===== src/core/pd_pkg.sv =====
// Package with constants and types for the process-data control block
package pd_pkg;
  // Word layout
  localparam int WORD_W        = 16;
  localparam int TEMP_W        = 9;
  localparam int CODE_W        = 10;
  localparam int BIT_CALIB     = 0;
  localparam int BIT_HEATING_INDICATOR      = 1;
  localparam int BIT_CLEAR     = 2;
  localparam int BIT_PAUSE     = 3;
  // Status word bit positions
  localparam int ST_RUNNING    = 0;
  localparam int ST_LOCKED     = 1;
  localparam int ST_FAULT      = 2;
  localparam int ST_REGULATING = 7;
  // Temperatures in degrees C
  localparam logic [8:0] CAL_DEFAULT_C = 9'h014;
  localparam logic [8:0] CAL_MAX_C     = 9'h028;
  localparam logic [9:0] HEATING_INDICATOR_MARGIN_C = 10'h014;
  // Fault codes
  localparam logic [9:0] ERR_CAL_RANGE = 10'h073;
  localparam logic [9:0] ERR_CAL_DRIFT = 10'h074;
  localparam logic [9:0] ERR_CAL_FAIL  = 10'h075;
  localparam logic [9:0] ERR_HEATING_INDICATOR_TIME = 10'h132;
  localparam logic [9:0] ERR_NONE      = 10'h000;
  // Times and rates
  localparam longint CLK_HZ        = 10000000;
  localparam longint LOCK_MS       = 10000;
  localparam longint CAL_MS        = 12000;
  localparam longint BLINK_HZ      = 4;
  localparam longint LOCK_CYC      = (CLK_HZ / 1000) * LOCK_MS;
  localparam longint CAL_CYC       = (CLK_HZ / 1000) * CAL_MS;
  localparam longint BLINK_CYC     = CLK_HZ / (2 * BLINK_HZ);
  localparam int     CAL_TRIES     = 3;
  localparam int     CNT_W         = 32;
  // Calibration / heating_indicator control states
  typedef enum logic [1:0] {
    S_IDLE  = 2'b00,
    S_CAL   = 2'b01,
    S_HEATING_INDICATOR  = 2'b10
  } mode_t;
endpackage : pd_pkg


===== src/core/pd_blink_if.sv =====
// Interface carrying blink timing between top and blink divider
`timescale 1ns/100ps
`default_nettype none
interface pd_blink_if;
  logic tick;
  logic phase;
  modport src (output tick, output phase);
  modport dst (input tick, input phase);
endinterface : pd_blink_if
`default_nettype wire


===== src/core/pd_control.sv =====
// Process-data command interpreter for a heatsealing temperature controller
`timescale 1ns/100ps
`default_nettype none
module pd_control #(
  parameter longint LOCK_CYCLES = pd_pkg::LOCK_CYC,
  parameter longint CAL_CYCLES  = pd_pkg::CAL_CYC,
  parameter longint BLINK_HALF  = pd_pkg::BLINK_CYC
) (
  // Clock and reset
  input  wire logic                      CLK,
  input  wire logic                      RESET,
  // Incoming process data
  input  wire logic [pd_pkg::WORD_W-1:0] SETPOINT_WORD,
  input  wire logic [pd_pkg::WORD_W-1:0] CONTROL_WORD,
  // Parameters and plant condition
  input  wire logic                      VAR_CAL_ENABLE,
  input  wire logic                      PARAM_VALID,
  input  wire logic [8:0]                PARAM_CAL_TEMP,
  input  wire logic [pd_pkg::WORD_W-1:0] MEASURED_TEMP,
  input  wire logic                      COOLING_FAST,
  input  wire logic                      BAND_UNSTABLE,
  input  wire logic                      HEATING_INDICATOR_TIME_OVER,
  input  wire logic                      NET_ERROR,
  input  wire logic [pd_pkg::CODE_W-1:0] PLANT_FAULT_CODE,
  // Outgoing process data
  output var  logic [pd_pkg::WORD_W-1:0] ACTUAL_WORD,
  output var  logic [pd_pkg::WORD_W-1:0] STATUS_WORD,
  output var  logic [pd_pkg::WORD_W-1:0] FAULT_WORD,
  // Indicators and drives
  output var  logic                      ZERO_CALIBRATION_LED,
  output var  logic                      HEATING_INDICATOR,
  output var  logic                      ANALOG_ZERO,
  output var  logic                      HEATER_ENABLE,
  output var  logic [8:0]                CAL_TEMP_USED
);
  import pd_pkg::*;

  // Synchronised pins
  logic [WORD_W-1:0] sp_s1_r, sp_r, cw_s1_r, cw_r;
  logic [6:0]        fl_s1_r, fl_r;
  logic              calib_request, heating_indicator_request, fault_clear_request;
  logic              cool_fast, band_unstable, heating_indicator_over, net_err, var_cal, param_ok;
  logic [8:0]        setpoint;
  pd_blink_if        bl ();

  // Two-flop synchronisers on the set point, control word and flag pins
  always_ff @(posedge CLK) begin
    if (RESET) begin
      sp_s1_r <= '0;
      sp_r    <= '0;
      cw_s1_r <= '0;
      cw_r    <= '0;
      fl_s1_r <= '0;
      fl_r    <= '0;
    end else begin
      sp_s1_r <= SETPOINT_WORD;
      sp_r    <= sp_s1_r;
      cw_s1_r <= CONTROL_WORD;
      cw_r    <= cw_s1_r;
      fl_s1_r <= {PARAM_VALID, VAR_CAL_ENABLE, NET_ERROR, HEATING_INDICATOR_TIME_OVER,
                  BAND_UNSTABLE, COOLING_FAST, 1'b0};
      fl_r    <= fl_s1_r;
    end
  end

  // Field extraction; spare bits ignored
  assign setpoint            = sp_r[TEMP_W-1:0];
  assign calib_request       = cw_r[BIT_CALIB];
  assign heating_indicator_request        = cw_r[BIT_HEATING_INDICATOR];
  assign fault_clear_request = cw_r[BIT_CLEAR];
  assign cool_fast           = fl_r[1];
  assign band_unstable       = fl_r[2];
  assign heating_indicator_over           = fl_r[3];
  assign net_err             = fl_r[4];
  assign var_cal             = fl_r[5];
  assign param_ok            = fl_r[6];

  // Two-flop synchronisers on plant values and parameters
  logic [WORD_W-1:0] meas_s1_r, meas_r;
  logic [CODE_W-1:0] pf_s1_r, pf_r;
  logic [8:0]        pcal_s1_r, pcal_r;
  always_ff @(posedge CLK) begin
    if (RESET) begin
      meas_s1_r <= '0;
      meas_r    <= '0;
      pf_s1_r   <= '0;
      pf_r      <= '0;
      pcal_s1_r <= '0;
      pcal_r    <= '0;
    end else begin
      meas_s1_r <= MEASURED_TEMP;
      meas_r    <= meas_s1_r;
      pf_s1_r   <= PLANT_FAULT_CODE;
      pf_r      <= pf_s1_r;
      pcal_s1_r <= PARAM_CAL_TEMP;
      pcal_r    <= pcal_s1_r;
    end
  end

  // Fault code blocking, by startup or after a good run
  function automatic logic blocks_cal(input logic [CODE_W-1:0] c, input logic good);
    logic grp2, grp8, grp9, grp1;
    grp1 = (c >= 10'd101) && (c <= 10'd103);
    grp2 = (c >= 10'd201) && (c <= 10'd203);
    grp8 = (c == 10'd801);
    grp9 = (c >= 10'd900) && (c <= 10'd999);
    return grp2 || grp8 || grp9 || (grp1 && !good);
  endfunction : blocks_cal

  // Power-on lockout counter
  logic [CNT_W-1:0] lock_cnt_r;
  logic             lock_done_r;
  always_ff @(posedge CLK) begin
    if (RESET) begin
      lock_cnt_r  <= '0;
      lock_done_r <= 1'b0;
    end else if (!lock_done_r) begin
      lock_cnt_r  <= lock_cnt_r + 1'b1;
      lock_done_r <= (lock_cnt_r == CNT_W'(LOCK_CYCLES - 1));
    end
  end

  // Control state
  mode_t            mode_r;
  logic [CNT_W-1:0] cal_cnt_r;
  logic [1:0]       tries_r;
  logic [8:0]       cal_temp_r;
  logic [CODE_W-1:0] own_err_r;
  logic             good_run_r;
  logic             fault;
  logic             cal_locked;
  logic             heating_indicator_allowed;
  logic [8:0]       cal_src;

  assign fault      = (own_err_r != ERR_NONE) || (pf_r != ERR_NONE);
  assign cal_src    = var_cal ? setpoint : (param_ok ? pcal_r : CAL_DEFAULT_C);
  assign cal_locked = !lock_done_r || cool_fast || heating_indicator_request
                      || fault_clear_request
                      || blocks_cal(pf_r, good_run_r);
  assign heating_indicator_allowed = !fault && !fault_clear_request &&
                        ({1'b0, setpoint} >= {1'b0, cal_temp_r} + HEATING_INDICATOR_MARGIN_C);

  // Calibration and heating_indicator sequencer
  always_ff @(posedge CLK) begin
    if (RESET) begin
      mode_r     <= S_IDLE;
      cal_cnt_r  <= '0;
      tries_r    <= '0;
      cal_temp_r <= CAL_DEFAULT_C;
    end else begin
      case (mode_r)
        S_IDLE: begin
          cal_cnt_r <= '0;
          tries_r   <= '0;
          if (calib_request && !cal_locked && !fault) begin
            if (!(var_cal && setpoint > CAL_MAX_C)) begin
              mode_r     <= S_CAL;
              cal_temp_r <= cal_src;
            end
          end else if (heating_indicator_request && !calib_request && heating_indicator_allowed && !net_err) begin
            mode_r <= S_HEATING_INDICATOR;
          end
        end
        S_CAL: begin
          // Drift in the supplied temperature aborts the run
          if (var_cal && setpoint != cal_temp_r) begin
            mode_r <= S_IDLE;
          end else if (band_unstable) begin
            cal_cnt_r <= '0;
            if (tries_r == 2'(CAL_TRIES - 1)) begin
              mode_r <= S_IDLE;
            end else begin
              tries_r <= tries_r + 1'b1;
            end
          end else if (cal_cnt_r == CNT_W'(CAL_CYCLES - 1)) begin
            mode_r <= S_IDLE;
          end else begin
            cal_cnt_r <= cal_cnt_r + 1'b1;
          end
        end
        S_HEATING_INDICATOR: begin
          if (!heating_indicator_request || net_err || heating_indicator_over || fault) begin
            mode_r <= S_IDLE;
          end
        end
        default: mode_r <= S_IDLE;
      endcase
    end
  end

  // Own fault codes, cleared by the fault clear request
  always_ff @(posedge CLK) begin
    if (RESET) begin
      own_err_r <= ERR_NONE;
    end else if (mode_r == S_IDLE && calib_request && !cal_locked && !fault
                 && var_cal && setpoint > CAL_MAX_C) begin
      own_err_r <= ERR_CAL_RANGE;
    end else if (mode_r == S_CAL && var_cal && setpoint != cal_temp_r) begin
      own_err_r <= ERR_CAL_DRIFT;
    end else if (mode_r == S_CAL && band_unstable && tries_r == 2'(CAL_TRIES - 1)) begin
      own_err_r <= ERR_CAL_FAIL;
    end else if (mode_r == S_HEATING_INDICATOR && heating_indicator_request && heating_indicator_over) begin
      own_err_r <= ERR_HEATING_INDICATOR_TIME;
    end else if (fault_clear_request) begin
      own_err_r <= ERR_NONE;
    end
  end

  // Good run marker after a completed fault-free heating_indicator cycle
  always_ff @(posedge CLK) begin
    if (RESET) begin
      good_run_r <= 1'b0;
    end else if (mode_r == S_HEATING_INDICATOR && !heating_indicator_request && !fault) begin
      good_run_r <= 1'b1;
    end
  end

  // Blink divider
  pd_blink #(.HALF_CYC(BLINK_HALF)) u_blink (
    .clk   (CLK),
    .reset (RESET),
    .bl    (bl)
  );

  // Outgoing words and indicators
  always_ff @(posedge CLK) begin
    if (RESET) begin
      ACTUAL_WORD          <= '0;
      STATUS_WORD          <= '0;
      FAULT_WORD           <= '0;
      ZERO_CALIBRATION_LED <= 1'b0;
      HEATING_INDICATOR    <= 1'b0;
      ANALOG_ZERO          <= 1'b0;
      HEATER_ENABLE        <= 1'b0;
      CAL_TEMP_USED        <= CAL_DEFAULT_C;
    end else begin
      ACTUAL_WORD <= (mode_r == S_CAL || fault) ? '0 : meas_r;
      STATUS_WORD <= '0;
      STATUS_WORD[ST_RUNNING]    <= (mode_r == S_CAL);
      STATUS_WORD[ST_LOCKED]     <= cal_locked;
      STATUS_WORD[ST_FAULT]      <= fault;
      STATUS_WORD[ST_REGULATING] <= (mode_r == S_HEATING_INDICATOR);
      FAULT_WORD <= {6'h00, own_err_r != ERR_NONE ? own_err_r : pf_r};
      ZERO_CALIBRATION_LED <= (mode_r == S_CAL) ||
                              (calib_request && cal_locked && bl.phase);
      HEATING_INDICATOR <= (mode_r == S_HEATING_INDICATOR) ||
                           (heating_indicator_request && mode_r != S_HEATING_INDICATOR && bl.phase);
      ANALOG_ZERO   <= (mode_r == S_CAL);
      HEATER_ENABLE <= (mode_r == S_HEATING_INDICATOR);
      CAL_TEMP_USED <= cal_temp_r;
    end
  end

  // Checks
  property p_cal_flag;
    @(posedge CLK) disable iff (RESET)
      (mode_r == S_CAL) |=> STATUS_WORD[ST_RUNNING] && ANALOG_ZERO && !HEATER_ENABLE;
  endproperty
  a_cal_flag: assert property (p_cal_flag) else $error("calibration flags wrong");

  property p_lock_early;
    @(posedge CLK) disable iff (RESET)
      !lock_done_r |-> mode_r != S_CAL;
  endproperty
  a_lock_early: assert property (p_lock_early) else $error("calibration during lockout");

  property p_no_cal_heating_indicator;
    @(posedge CLK) disable iff (RESET)
      (mode_r == S_IDLE && heating_indicator_request) |=> mode_r != S_CAL;
  endproperty
  a_no_cal_heating_indicator: assert property (p_no_cal_heating_indicator) else $error("calibration with heating_indicator");

  property p_actual_zero;
    @(posedge CLK) disable iff (RESET)
      (mode_r == S_CAL || fault) |=> ACTUAL_WORD == '0;
  endproperty
  a_actual_zero: assert property (p_actual_zero) else $error("actual value not zero");

  property p_heating_indicator_end;
    @(posedge CLK) disable iff (RESET)
      (mode_r == S_HEATING_INDICATOR && (!heating_indicator_request || net_err)) |=> mode_r == S_IDLE;
  endproperty
  a_heating_indicator_end: assert property (p_heating_indicator_end) else $error("heating_indicator-up not ended");

  property p_heating_indicator_led;
    @(posedge CLK) disable iff (RESET)
      (mode_r == S_HEATING_INDICATOR) |=> HEATING_INDICATOR;
  endproperty
  a_heating_indicator_led: assert property (p_heating_indicator_led) else $error("heating_indicator indicator dark");

  property p_range_err;
    @(posedge CLK) disable iff (RESET)
      (mode_r == S_IDLE && calib_request && !cal_locked && !fault && var_cal
       && setpoint > CAL_MAX_C) |=> own_err_r == ERR_CAL_RANGE && mode_r == S_IDLE;
  endproperty
  a_range_err: assert property (p_range_err) else $error("range fault missing");

  property p_heating_indicator_refuse;
    @(posedge CLK) disable iff (RESET)
      (mode_r == S_IDLE && fault_clear_request) |=> mode_r == S_IDLE;
  endproperty
  a_heating_indicator_refuse: assert property (p_heating_indicator_refuse) else $error("request taken under clear");

  property p_fault_word;
    @(posedge CLK) disable iff (RESET)
      (own_err_r != ERR_NONE) |=> FAULT_WORD[CODE_W-1:0] == $past(own_err_r);
  endproperty
  a_fault_word: assert property (p_fault_word) else $error("fault code mismatch");

  property p_blink_edge;
    @(posedge CLK) disable iff (RESET)
      bl.tick |-> bl.phase != $past(bl.phase);
  endproperty
  a_blink_edge: assert property (p_blink_edge) else $error("blink phase stuck");

  property p_heating_indicator_gate;
    @(posedge CLK) disable iff (RESET)
      (mode_r == S_IDLE && !heating_indicator_allowed) |=> mode_r != S_HEATING_INDICATOR;
  endproperty
  a_heating_indicator_gate: assert property (p_heating_indicator_gate) else $error("heating_indicator taken while refused");
endmodule : pd_control
`default_nettype wire


===== src/core/pd_blink.sv =====
// Divider giving the 4 Hz blink phase for indicators
`timescale 1ns/100ps
`default_nettype none
module pd_blink #(
  parameter longint HALF_CYC = pd_pkg::BLINK_CYC
) (
  // Clock and reset
  input wire logic  clk,
  input wire logic  reset,
  // Blink outputs
  pd_blink_if.src   bl
);
  import pd_pkg::*;
  logic [CNT_W-1:0] cnt_r;
  logic             phase_r;
  logic             tick_r;

  // Half-period counter toggling the phase
  always_ff @(posedge clk) begin
    if (reset) begin
      cnt_r   <= '0;
      phase_r <= 1'b0;
      tick_r  <= 1'b0;
    end else if (cnt_r == CNT_W'(HALF_CYC - 1)) begin
      cnt_r   <= '0;
      phase_r <= ~phase_r;
      tick_r  <= 1'b1;
    end else begin
      cnt_r   <= cnt_r + 1'b1;
      tick_r  <= 1'b0;
    end
  end
  assign bl.tick  = tick_r;
  assign bl.phase = phase_r;
endmodule : pd_blink
`default_nettype wire


===== config.mk =====
export PLATFORM = sky130hd
export DESIGN_NAME = pd_control
export DESIGN_NICKNAME = d
export VERILOG_FILES = /design/src/core/pd_pkg.sv /design/src/core/pd_blink_if.sv /design/src/core/pd_control.sv /design/src/core/pd_blink.sv
export SDC_FILE = /design/constraint.sdc
export NUM_CORES = 1
export LEC_CHECK = 0
export BUFFER_PORTS_ARGS = -buffer_cell sky130_fd_sc_hd__buf_2
export CELL_PAD_IN_SITES_DETAIL_PLACEMENT = 1
export CELL_PAD_IN_SITES_GLOBAL_PLACEMENT = 1
export CORE_MARGIN = 4
export CORE_UTILIZATION = 30
export CTS_CLUSTER_DIAMETER = 100
export CTS_CLUSTER_SIZE = 16
export DETAILED_ROUTE_END_ITERATION = 10
export PLACE_DENSITY = 0.63
export SLEW_MARGIN = 40
export SYNTH_ARGS = -nofsm -noshare
export SYNTH_HDL_FRONTEND = slang
export SYNTH_SLANG_ARGS = --single-unit

===== constraint.sdc =====
create_clock -name CLK -period 5.2 [get_ports CLK]
set_clock_uncertainty 0.1 [all_clocks]
set_input_delay 0.26 -clock CLK [delete_from_list [all_inputs] [get_ports CLK]]
set_output_delay 0.26 -clock CLK [all_outputs]
set_load 0.02 [all_outputs]

# ---- Word-level counts from Yosys, hierarchy flattened
# Index checks and enable logic that the tools add are counted.
dict set report word_totals {
  regBits 288
  input_bits 75
}
dict set report classes {
  addsub 5
  magnitude_cmp 8
  eq_ne 18
  mux 26
  bitwise 2
  n_reduce_logical 67
}
# op count
set op_table {}
lappend op_table {{32-bit by 1-bit adder with 32-bit output (second input constant)} 3}
lappend op_table {{32-bit 2-to-1 mux} 3}
lappend op_table {{32-bit by 27-bit == test with 1-bit output (second input constant)} 2}
lappend op_table {{32-bit one-hot mux with 2 select lines} 1}
lappend op_table {{9-bit 2-to-1 mux} 4}
lappend op_table {{32-bit by 21-bit == test with 1-bit output (second input constant)} 1}
lappend op_table {{1-bit logical AND} 30}
lappend op_table {{2-bit 2-to-1 mux} 11}
lappend op_table {{7-bit 2-to-1 mux} 3}
lappend op_table {{10-bit nonzero test} 2}
lappend op_table {{1-bit logical OR} 14}
lappend op_table {{9-bit by 5-bit adder with 10-bit output (second input constant)} 1}
lappend op_table {{10-bit == test (second input constant)} 1}
lappend op_table {{10-bit >= comparator (second input constant)} 1}
lappend op_table {{10-bit by 7-bit >= comparator with 1-bit output (second input constant)} 1}
lappend op_table {{10-bit by 8-bit >= comparator with 1-bit output (second input constant)} 1}
lappend op_table {{9-bit by 10-bit >= comparator with 1-bit output} 1}
lappend op_table {{10-bit <= comparator (second input constant)} 1}
lappend op_table {{10-bit by 7-bit <= comparator with 1-bit output (second input constant)} 1}
lappend op_table {{10-bit by 8-bit <= comparator with 1-bit output (second input constant)} 1}
lappend op_table {{10-bit 2-to-1 mux} 1}
lappend op_table {{2-bit != test (second input constant)} 5}
lappend op_table {{9-bit by 6-bit > comparator with 1-bit output (second input constant)} 1}
lappend op_table {{3-bit != test (second input constant)} 3}
lappend op_table {{other kinds (20)} 33}

# ---- Longest topological paths before layout
# Gate-level depths: netlist (run 1).
dict set report depth {
  word_depth 12
  ltp_mapped 10
}

# ---- By module
# From an unflattened synthesis (run 1), not the netlist that was laid out.
dict set report unflattened {
  hier_cells 1066
  area_unflattened_um2 10158.5
}
# module n_inst cells_each area_each_um2
set by_module_without_submodules {}
lappend by_module_without_submodules {pd_control 1 878 8550.7}
lappend by_module_without_submodules {pd_blink 1 188 1607.8}

# ---- Least setup slack after synthesis (run 1)
# Ideal clock, no wire load.
dict set report synth_timing {
  path_type {register to register}
  from {reg cal_temp_r[2]}
  to {reg cal_cnt_r[22]}
  setup_ns 0.059
  arrival_time_ns 2.264
  t_required_ns 5.041
  slack_ns 2.777
  path_stages_with_launch 9
  n_path_buf 1
  cell_sequence {dfxtp_1 -> ha_1 -> and3b_1 -> nand4_2 -> o21ba_4 -> or4b_4 -> buf_6 -> or4_1 -> nand2_1}
}
dict set report synth_via {
  elab_chain_len 4
}
# item line_no
set synth_lines {}
lappend synth_lines {{start: declaration} pd_control.sv:127} ;# logic [8:0] cal_temp_r;
lappend synth_lines {{start signal: assignment} pd_control.sv:158} ;# cal_temp_r <= cal_src;
lappend synth_lines {{9-bit != test} pd_control.sv:166} ;# if (var_cal && setpoint != cal_temp_r) begin
lappend synth_lines {{1-bit logical AND} pd_control.sv:166}
lappend synth_lines {{2-bit != test (no source line)} --}
lappend synth_lines {{3-bit AND reduction (no source line)} --}
lappend synth_lines {{end signal: assignment} pd_control.sv:178} ;# cal_cnt_r <= cal_cnt_r + 1'b1;
lappend synth_lines {{end: declaration} pd_control.sv:125} ;# logic [CNT_W-1:0] cal_cnt_r;
# No other way between the ends.
# A chain may end at the register's enable or synchronous reset.

# ---- Final worst setup path (run 1)
dict set report layout_timing {
  from {reg sp_r[0]}
  to {reg cal_cnt_r[29]}
}
dict set report layout_via {
  elab_chain_len 4
}
# item line_no
set layout_lines {}
lappend layout_lines {{start: declaration} pd_control.sv:39} ;# logic [WORD_W-1:0] sp_s1_r, sp_r, cw_s1_r, cw_r;
lappend layout_lines {{start signal: assignment} pd_control.sv:57} ;# sp_r <= sp_s1_r;
lappend layout_lines {{9-bit != test} pd_control.sv:166}
lappend layout_lines {{1-bit logical AND} pd_control.sv:166}
lappend layout_lines {{2-bit != test (no source line)} --}
lappend layout_lines {{3-bit AND reduction (no source line)} --}
# No other way between the ends.

==> metrics.cfg, run 1 <==
[run_status]
outcome=finished, final reports clean

[die]
ios=136
die_w_um=192
dieHeight_um=192
design.core.area_mm2=0.0335
dieArea_mm2=0.0370
rows=67
start_util=0.304

[critical_path]
critPathMaxFanout=23
path_class=reg -> reg
cpLargestDelayFamily=simple AND/OR/NAND/NOR gates
worst_path_largest_cell_delay_ns=0.68
endpoint_kind=register
worstPathCellList=inv_1, ha_1, and3b_1, nand4_2, o21ba_4, or3_1, or4_1, a21oi_1
cp_num_buf_inv=1
start_kind=register
reg2reg_setup_slack_ns=2.26
critPathRequiredTime_ns=5.53
critical-path-slowest-cell=or3_1
arrival_ns=3.27

[layout]
fin_area_mm2=0.0121
regArea_mm2=0.00531
multi_input_area_mm2=0.00457
nets=1300
drive_above_1_share=0.117
area_growth_pct=18.8
antenna_cells=0
fillCellCount=3909

[timing]
period_share=0.565
setup_viol=0
setup_tns_ns=0
min_period_ns=2.94
worst_pin_slew_ns=0.767
fmax_ghz=0.341
hold_violations=0
drv_slew=0
rsz0062_at_grt=false
max_slew_margin=0.489

[synth]
syn_area_mm2=0.0102
synthCells=1080
yosysWarnings=0
async_flop_share=0
synth_flop_cell=dfxtp_1
yosysMostFrequentCell=dfxtp_1
synth_top_area_frac=0.520
synth.avg_cell_area_um2=9.44
synth_edf_count=0
ys_seq_area_frac=0.520
netlist_top_cells_count=dfxtp_1, nor2b_1, nor2_1, nand2_1, a21oi_1
synth_seq_cells=265
synth_area_leader_cell=dfxtp_1
netlist-cell-type-count=62
synth_area_leaders=dfxtp_1, nor2b_1, nor2_1, xor2_1, a21oi_1

[clocking]
clk_pin_slew_worst_paths_ns=0.07
clock_latency_ns=0.51
cts.repair.resized=0
cts_made_buffers=20
h-tree-depth=1
cts-root-buf=clkbuf_16
clockBufferDepth=3
cts_tree=built
postCtsSetupBuffers=0
clock-sinks=265

[hold_path]
min_path_type=in -> reg

[global_routing]
grt_overflow=0
grt_first_pass_wirelength_mm=40.4
grtUsageTotal=0.131
antenna_found_initial=0
grt_max_degree=99
grt_pass1_vias=7900

[placed_design]
portBuffers=97
placed_area_mm2=0.0110
gp_congestion=0.760
place.detailed.hpwl_mm=17.0

[pwr]
swShare=0.220
power_density_mw_per_mm2=307
p_comb_frac=0.048
vdd.ir_drop.worst_v=0.000217
power.share.clock=0.387
power.leakage_uw=0.00451
seq_power_share=0.565
switchingPower_uw=819
p_int_uw=2900
power.total_uw=3720

[routing]
viasPerCell=4.68
drt-initial-drc-count=351
drc=0
vias=7777
routed_wl_mm=24.4
antenna_left=0
dr.pass1.iters=4
wl_per_cell_um=14.7

[job]
drv_cap=0

==> layout by cell type (no fill, tap or decap), types with 24 or more instances in the layout <==
cell type	n
buf_2	96
inv_1	25
xnor2_1	27
or3_1	28
nor2_1	93
nand2_1	64
nor2b_1	115
dlygate4sd3_1	53
o21ai_0	47
a21oi_1	52
and2_1	24
nand3_1	33
xor2_1	36
nand4_1	33
dfxtp_1	265
==> metal layers <==
metal  wire, um  up-vias  track usage  part of all wire
li1           -     3909            -                 -
met1      11200     3767        0.173              0.46
met2      12100       70        0.226              0.50
met3        570       31       0.0168             0.023
met4        442        0       0.0324             0.018
met5          0        -            0                 0
==> power groups by stage <==
stage	Combinational (uW)	Sequential [uW]	Clock [uW]
3_3_place_gp	143	2150	0
2_1_floorplan	102	2140	0
5_1_grt	198	2110	1580
4_1_cts	179	2100	1510
3_5_place_dp	147	2150	0
6_report	177	2100	1440
==> sequential cells by signal (all words and copies together) (netlist names), 3 cells and up <==
register	cells
ACTUAL_WORD	16
meas_r	16
own_err_r	6
fl_r	6
FAULT_WORD	10
fl_s1_r	6
pcal_s1_r	9
pf_r	10
u_blink.cnt_r	32
pf_s1_r	10
lock_cnt_r	32
sp_r	9
meas_s1_r	16
cw_r	3
sp_s1_r	9
CAL_TEMP_USED	9
cal_temp_r	9
cal_cnt_r	32
STATUS_WORD	4
cw_s1_r	3
pcal_r	9
==> final cells by class <==
cell class / instances / share of cell area
Tap cell: 448 / 0.0463
Sequential cell: 265 / 0.438
Multi-Input combinational cell: 747 / 0.377
Clock inverter: 3 / 0.00423
Inverter: 25 / 0.00774
Clock buffer: 20 / 0.0413
Timing Repair Buffer: 152 / 0.0859
==> worst paths after layout <==
| kind | startpoint | cells after the start | to |
|---|---|---|---|
| setup / recovery | sp_r[0] | 8 | cal_cnt_r[29] |
| hold reg to reg | meas_r[3] | 1 | ACTUAL_WORD[3] |
| setup reg to reg | sp_r[0] | 8 | cal_cnt_r[29] |
| hold / removal | RESET | 2 | fl_r[3] |
==> cell families (layout without fill, tap and decap cells) <==
family / Yosys count / after routing / share of synthesized area
buffers and inverters: 85 / 200 / 0.0405
muxes: 7 / 7 / 0.00687
adders and majority gates: 14 / 14 / 0.0172
other: 1 / 18 / 0.000368
AOI/OAI and AO/OA: 148 / 148 / 0.0864
xor gates and xnor gates: 64 / 64 / 0.0557
and+or+nand+nor: 496 / 496 / 0.273
DFF: 265 / 265 / 0.520
==> repair_timing <==
action                                  CTS  global route
endpoints found under the setup margin    0             0
hold endpoints to repair                 53             0
hold buffers                             53             0
==> through the flow <==
step	utilization	instances	setup WS, ns	hold slack (ns)
detailed placement	0.329	1584	2.28	0.313
finish	0.361	1660	2.26	0.144
global placement	0.329	1584	2.30	0.308
global route	0.361	1660	2.05	0.151
floorplan	-	1097	2.78	0.288
CTS	0.361	1660	2.25	0.120
Power figures use the tool's default switching activity.
==> run 2, diff against run 1 <==
- clock period: 5.2 -> 3 ns (I/O delays scaled with it)
==> metrics.cfg, run 2 (synthesized netlist as in run 1, its figures left out) <==
[run_status]
outcome=finished, final reports clean

[timing]
worst_slack_ns=0.273
min_period_ns=2.73
hold_violations=0
setup_viol=0
period_share=0.909
fmax_ghz=0.367
max_slew_margin=0.513
rsz0062_at_grt=false
setup_tns_ns=0
drv_slew=0
worst_pin_slew_ns=0.731

[critical_path]
r2r-start=cal_temp_r[2]
critPathMaxFanout=11
endpoint_kind=register
reg2reg_setup_slack_ns=0.27
crit_path_end=cal_cnt_r[13]
critPathRequiredTime_ns=3.35
worstSetupStartpoint=cal_temp_r[2]
worstRegToRegCells=8
start_kind=register
path_class=reg -> reg
worstReg2RegEnd=cal_cnt_r[13]
arrival_ns=3.07

[global_routing]
grt_first_pass_wirelength_mm=41.4
grtUsageTotal=0.134
grt_pass1_vias=8180
grt_overflow=0
antenna_found_initial=0
grt_max_degree=75

[layout]
finalNonFillerCells=1692
final_cell_mix=dfxtp_1, nor2b_1, buf_2, nor2_1, dlygate4sd3_1
area_growth_pct=21.3
drive_above_1_share=0.124
nets=1332
final_common_cell=dfxtp_1
fin_area_mm2=0.0124
top_regs=cal_cnt_r x32, lock_cnt_r x32, u_blink.cnt_r x32
antenna_cells=0
finalCoreUtilization=0.369

[routing]
viasPerCell=4.66
vias=7877
routed_wl_mm=25.0
wl_per_cell_um=14.8
drc=0
drt-initial-drc-count=322
dr.pass1.iters=4
antenna_left=0

[die]
ios=136
die_w_um=192
dieArea_mm2=0.0370
start_util=0.304
dieHeight_um=192
rows=67
design.core.area_mm2=0.0335

[placed_design]
dp.cells=1599
gp_congestion=0.776
placed_area_mm2=0.0111
dpl_worst_slack_ns=0.252
place.detailed.hpwl_mm=17.3
portBuffers=97

[clocking]
cts-root-buf=clkbuf_16
clock_latency_ns=0.52
cts_tree=built
clockBufferDepth=3
h-tree-depth=1
clock-sinks=265
clk_pin_slew_worst_paths_ns=0.07
cts_made_buffers=20
postCtsSetupBuffers=0

[pwr]
power.leakage_uw=0.00467
power_density_mw_per_mm2=519
vdd.ir_drop.worst_v=0.000315

[hold_path]
min_path_type=in -> reg

[job]
drv_cap=0

==> run 2: cell types whose count changed in the layout (fill, tap and decap cells not counted), sizes merged <==
cell	change
bufinv	-1
clkinvlp	+1
dlygate4sd3	+17
clkinv	-1
buf	+15
clkbuf	+1
==> run 2: what timing repair did <==
action	4_1_cts	5_1_grt
endpoints found under the hold margin	69	0
hold buffers	70	0
gates resized for setup	0	0
==> run 2: worst min path at each step <==
stage / slack, ns / startpoint / cells past startpoint / end
finish: 0.28 / PARAM_VALID / 3 / fl_s1_r[6]
detailed placement: 0.27 / PARAM_CAL_TEMP[4] / 2 / pcal_s1_r[4]
global placement: 0.26 / NET_ERROR / 2 / fl_s1_r[4]
floorplan: 0.18 / CONTROL_WORD[0] / 1 / cw_s1_r[0]
global route: 0.27 / MEASURED_TEMP[7] / 3 / meas_s1_r[7]
CTS: 0.24 / PLANT_FAULT_CODE[3] / 3 / pf_s1_r[3]
==> run 2: routing by layer <==
| metal | global-route usage | share of wire | vias to the layer above |
|---|---|---|---|
| met3 | 0.0204 | 0.031 | 34 |
| li1 | - | - | 3969 |
| met1 | 0.172 | 0.46 | 3799 |
| met4 | 0.0335 | 0.022 | 0 |
| met5 | 0 | 0 | - |
| met2 | 0.236 | 0.49 | 75 |
==> run 2: area by class of cell <==
type	instances	area, um2
Timing Repair Buffer	184	1320
Fill cell	3914	21200
Clock buffer	21	514
Inverter	25	93.8
Clock inverter	2	23.8
Tap cell	448	561
Sequential cell	265	5310
Multi-Input combinational cell	747	4550
==> run 2: power by group <==
part / switching [uW] / leakage, uW / internal [uW]
logic: 164 / 0.00224 / 163
clock network: 1230 / 0.000261 / 1220
registers: 41.8 / 0.00216 / 3600
==> run 2: stage by stage <==
step / hold WS [ns] / total power (uW)
after floorplan: 0.178 / 3890
after global placement: 0.258 / 3970
after detailed placement: 0.265 / 3980
after CTS: 0.244 / 6530
after global routing: 0.272 / 6700
final: 0.279 / 6420
==> run 2: worst max-delay path, stage by stage, from the launching register on <==
cell	delay [ns]
dfxtp_1	0.38
ha_1	0.27
and3b_1	0.24
nand4_2	0.16
o21ba_4	0.26
or3_1	0.53
buf_4	0.24
or3_1	0.35
a21oi_1	0.13
==> run 3, diff against run 2 <==
- MAX_ROUTING_LAYER: default -> met4
- PLACE_DENSITY: 0.63 -> 0.65
- clock period: 3 -> 2.45 ns (I/O delays scaled with it)
==> metrics.cfg, run 3 (synthesized netlist as in run 1, its figures left out) <==
[run_status]
outcome=finished with violations
violations=setup timing

[global_routing]
antenna_found_initial=1
grt_overflow=0
grt_first_pass_wirelength_mm=43.5
grt_max_degree=66
grtUsageTotal=0.146
grt_pass1_vias=8431

[clocking]
clk_pin_slew_worst_paths_ns=0.08
cts-root-buf=clkbuf_16
cts_tree=built
h-tree-depth=1
cts_made_buffers=20
clock-sinks=265
clock_latency_ns=0.52
clockBufferDepth=3

[routing]
vias=8137
drc=0
dr.pass1.iters=4
routed_wl_mm=26.7
drt-initial-drc-count=401
viasPerCell=4.68
wl_per_cell_um=15.3
antenna_left=0

[pwr]
power.leakage_uw=0.00496
swShare=0.221
seq_power_share=0.560
switchingPower_uw=1750
power_density_mw_per_mm2=613
power.share.clock=0.384
p_comb_frac=0.056
power.total_uw=7950
vdd.ir_drop.worst_v=0.000526
p_int_uw=6200

[layout]
nets=1379
final_cell_mix=dfxtp_1, nor2b_1, buf_2, nor2_1, dlygate4sd3_1
fillCellCount=3874
top_regs=cal_cnt_r x32, lock_cnt_r x32, u_blink.cnt_r x32
drive_above_1_share=0.185
final_common_cell=dfxtp_1
area_growth_pct=27.2
finalCoreUtilization=0.387

[timing]
fmax_ghz=0.406
rsz0062_at_grt=true
worst_slack_ns=-0.0159
setup_viol=1
min_period_ns=2.47
hold_violations=0
max_slew_margin=0.575
worst_pin_slew_ns=0.628
drv_slew=0
period_share=1.01

[critical_path]
endpoint_kind=register
critical-path-slowest-cell=or4_4
start_kind=register
path_class=reg -> reg
critPathRequiredTime_ns=2.79
worstPathCellList=inv_2, ha_4, and3b_1, nand4_2, o21ba_4, or3_4, or4_4, a21oi_2
critPathMaxFanout=5
worst_path_largest_cell_delay_ns=0.54
arrival_ns=2.81

[job]
drv_cap=0

[placed_design]
portBuffers=97
gp_congestion=0.810
place.detailed.hpwl_mm=18.4

[die]
rows=67
start_util=0.304
die_w_um=192
dieHeight_um=192
design.core.area_mm2=0.0335
dieArea_mm2=0.0370
ios=136

[hold_path]
min_path_type=in -> reg

[run 3: cell types whose count changed in the layout (fill, tap and decap cells not counted), sizes merged]
cell	delta
clkinv	+1
buf	+44
dlygate4sd3	+2
clkbuf	-1
clkinvlp	-1
or3	+1
diode	+1
bufinv	+1
[run 3: final cells by class]
| class | instances | area (um2) | area share |
|---|---|---|---|
| repair buffers | 230 | 1700 | 0.131 |
| diodes | 1 | 2.50 | 0.000193 |
| multi-input cells | 748 | 4750 | 0.366 |
| inverters | 25 | 93.8 | 0.00723 |
| clock inverters | 3 | 51.3 | 0.00395 |
| clock buffers | 20 | 500 | 0.0386 |
| well taps | 448 | 561 | 0.0432 |
| flip-flops and latches | 265 | 5310 | 0.410 |
[run 3: per-stage QoR]
step	setup TNS, ns	cell area (um2)	setup slack [ns]	std cells	hold slack (ns)
final	-0.0159	13000	-0.0159	1740	0.245
after floorplan	0	10300	0.0268	1097	0.151
after global routing	-0.586	13000	-0.132	1740	0.233
after detailed placement	-1.85	11400	-0.193	1637	0.238
after CTS	-0.0126	12800	-0.00837	1735	0.224
after global placement	-0.949	11400	-0.121	1637	0.230
[run 3: worst max-delay path: cells and delay by family, from the launching register on]
kind / cells / cell delay (ns)
flip-flops: 1 / 0.34
AO/OA/AOI/OAI: 2 / 0.41
AND/OR/NAND/NOR: 4 / 1.26
adder cells (fa/ha/maj): 1 / 0.25
buffers and inverters: 1 / 0.04
[run 3: power groups by stage]
stage	clock network [uW]	logic [uW]	registers (uW)
floorplan	0	217	4550
global placement	0	338	4550
detailed placement	0	345	4550
CTS	3180	437	4450
global route	3360	490	4460
finish	3060	442	4450
[run 3: what timing repair did]
action	CTS	global route
endpoints found under the hold margin	88	0
pin swaps	6	20
gates resized for setup	6	49
gates cloned	0	1
setup buffers	3	3
endpoints found under the setup margin	20	27
hold buffers	72	0
[run 3: routing by layer]
layer,wire length [um],GRT usage
met1,11900,0.183
met3,747,0.0186
met5,0,-
met2,13600,0.254
met4,420,0.0296
[run 3: worst paths after layout]
path	from	end	slack, ns	cells after the start
worst max-delay path	sp_r[0]	cal_cnt_r[29]	-0.02	8
worst min-delay path	PLANT_FAULT_CODE[8]	pf_s1_r[8]	0.24	3
worst max register to register	sp_r[0]	cal_cnt_r[29]	-0.02	8
worst min register to register	meas_r[12]	ACTUAL_WORD[12]	0.33	1
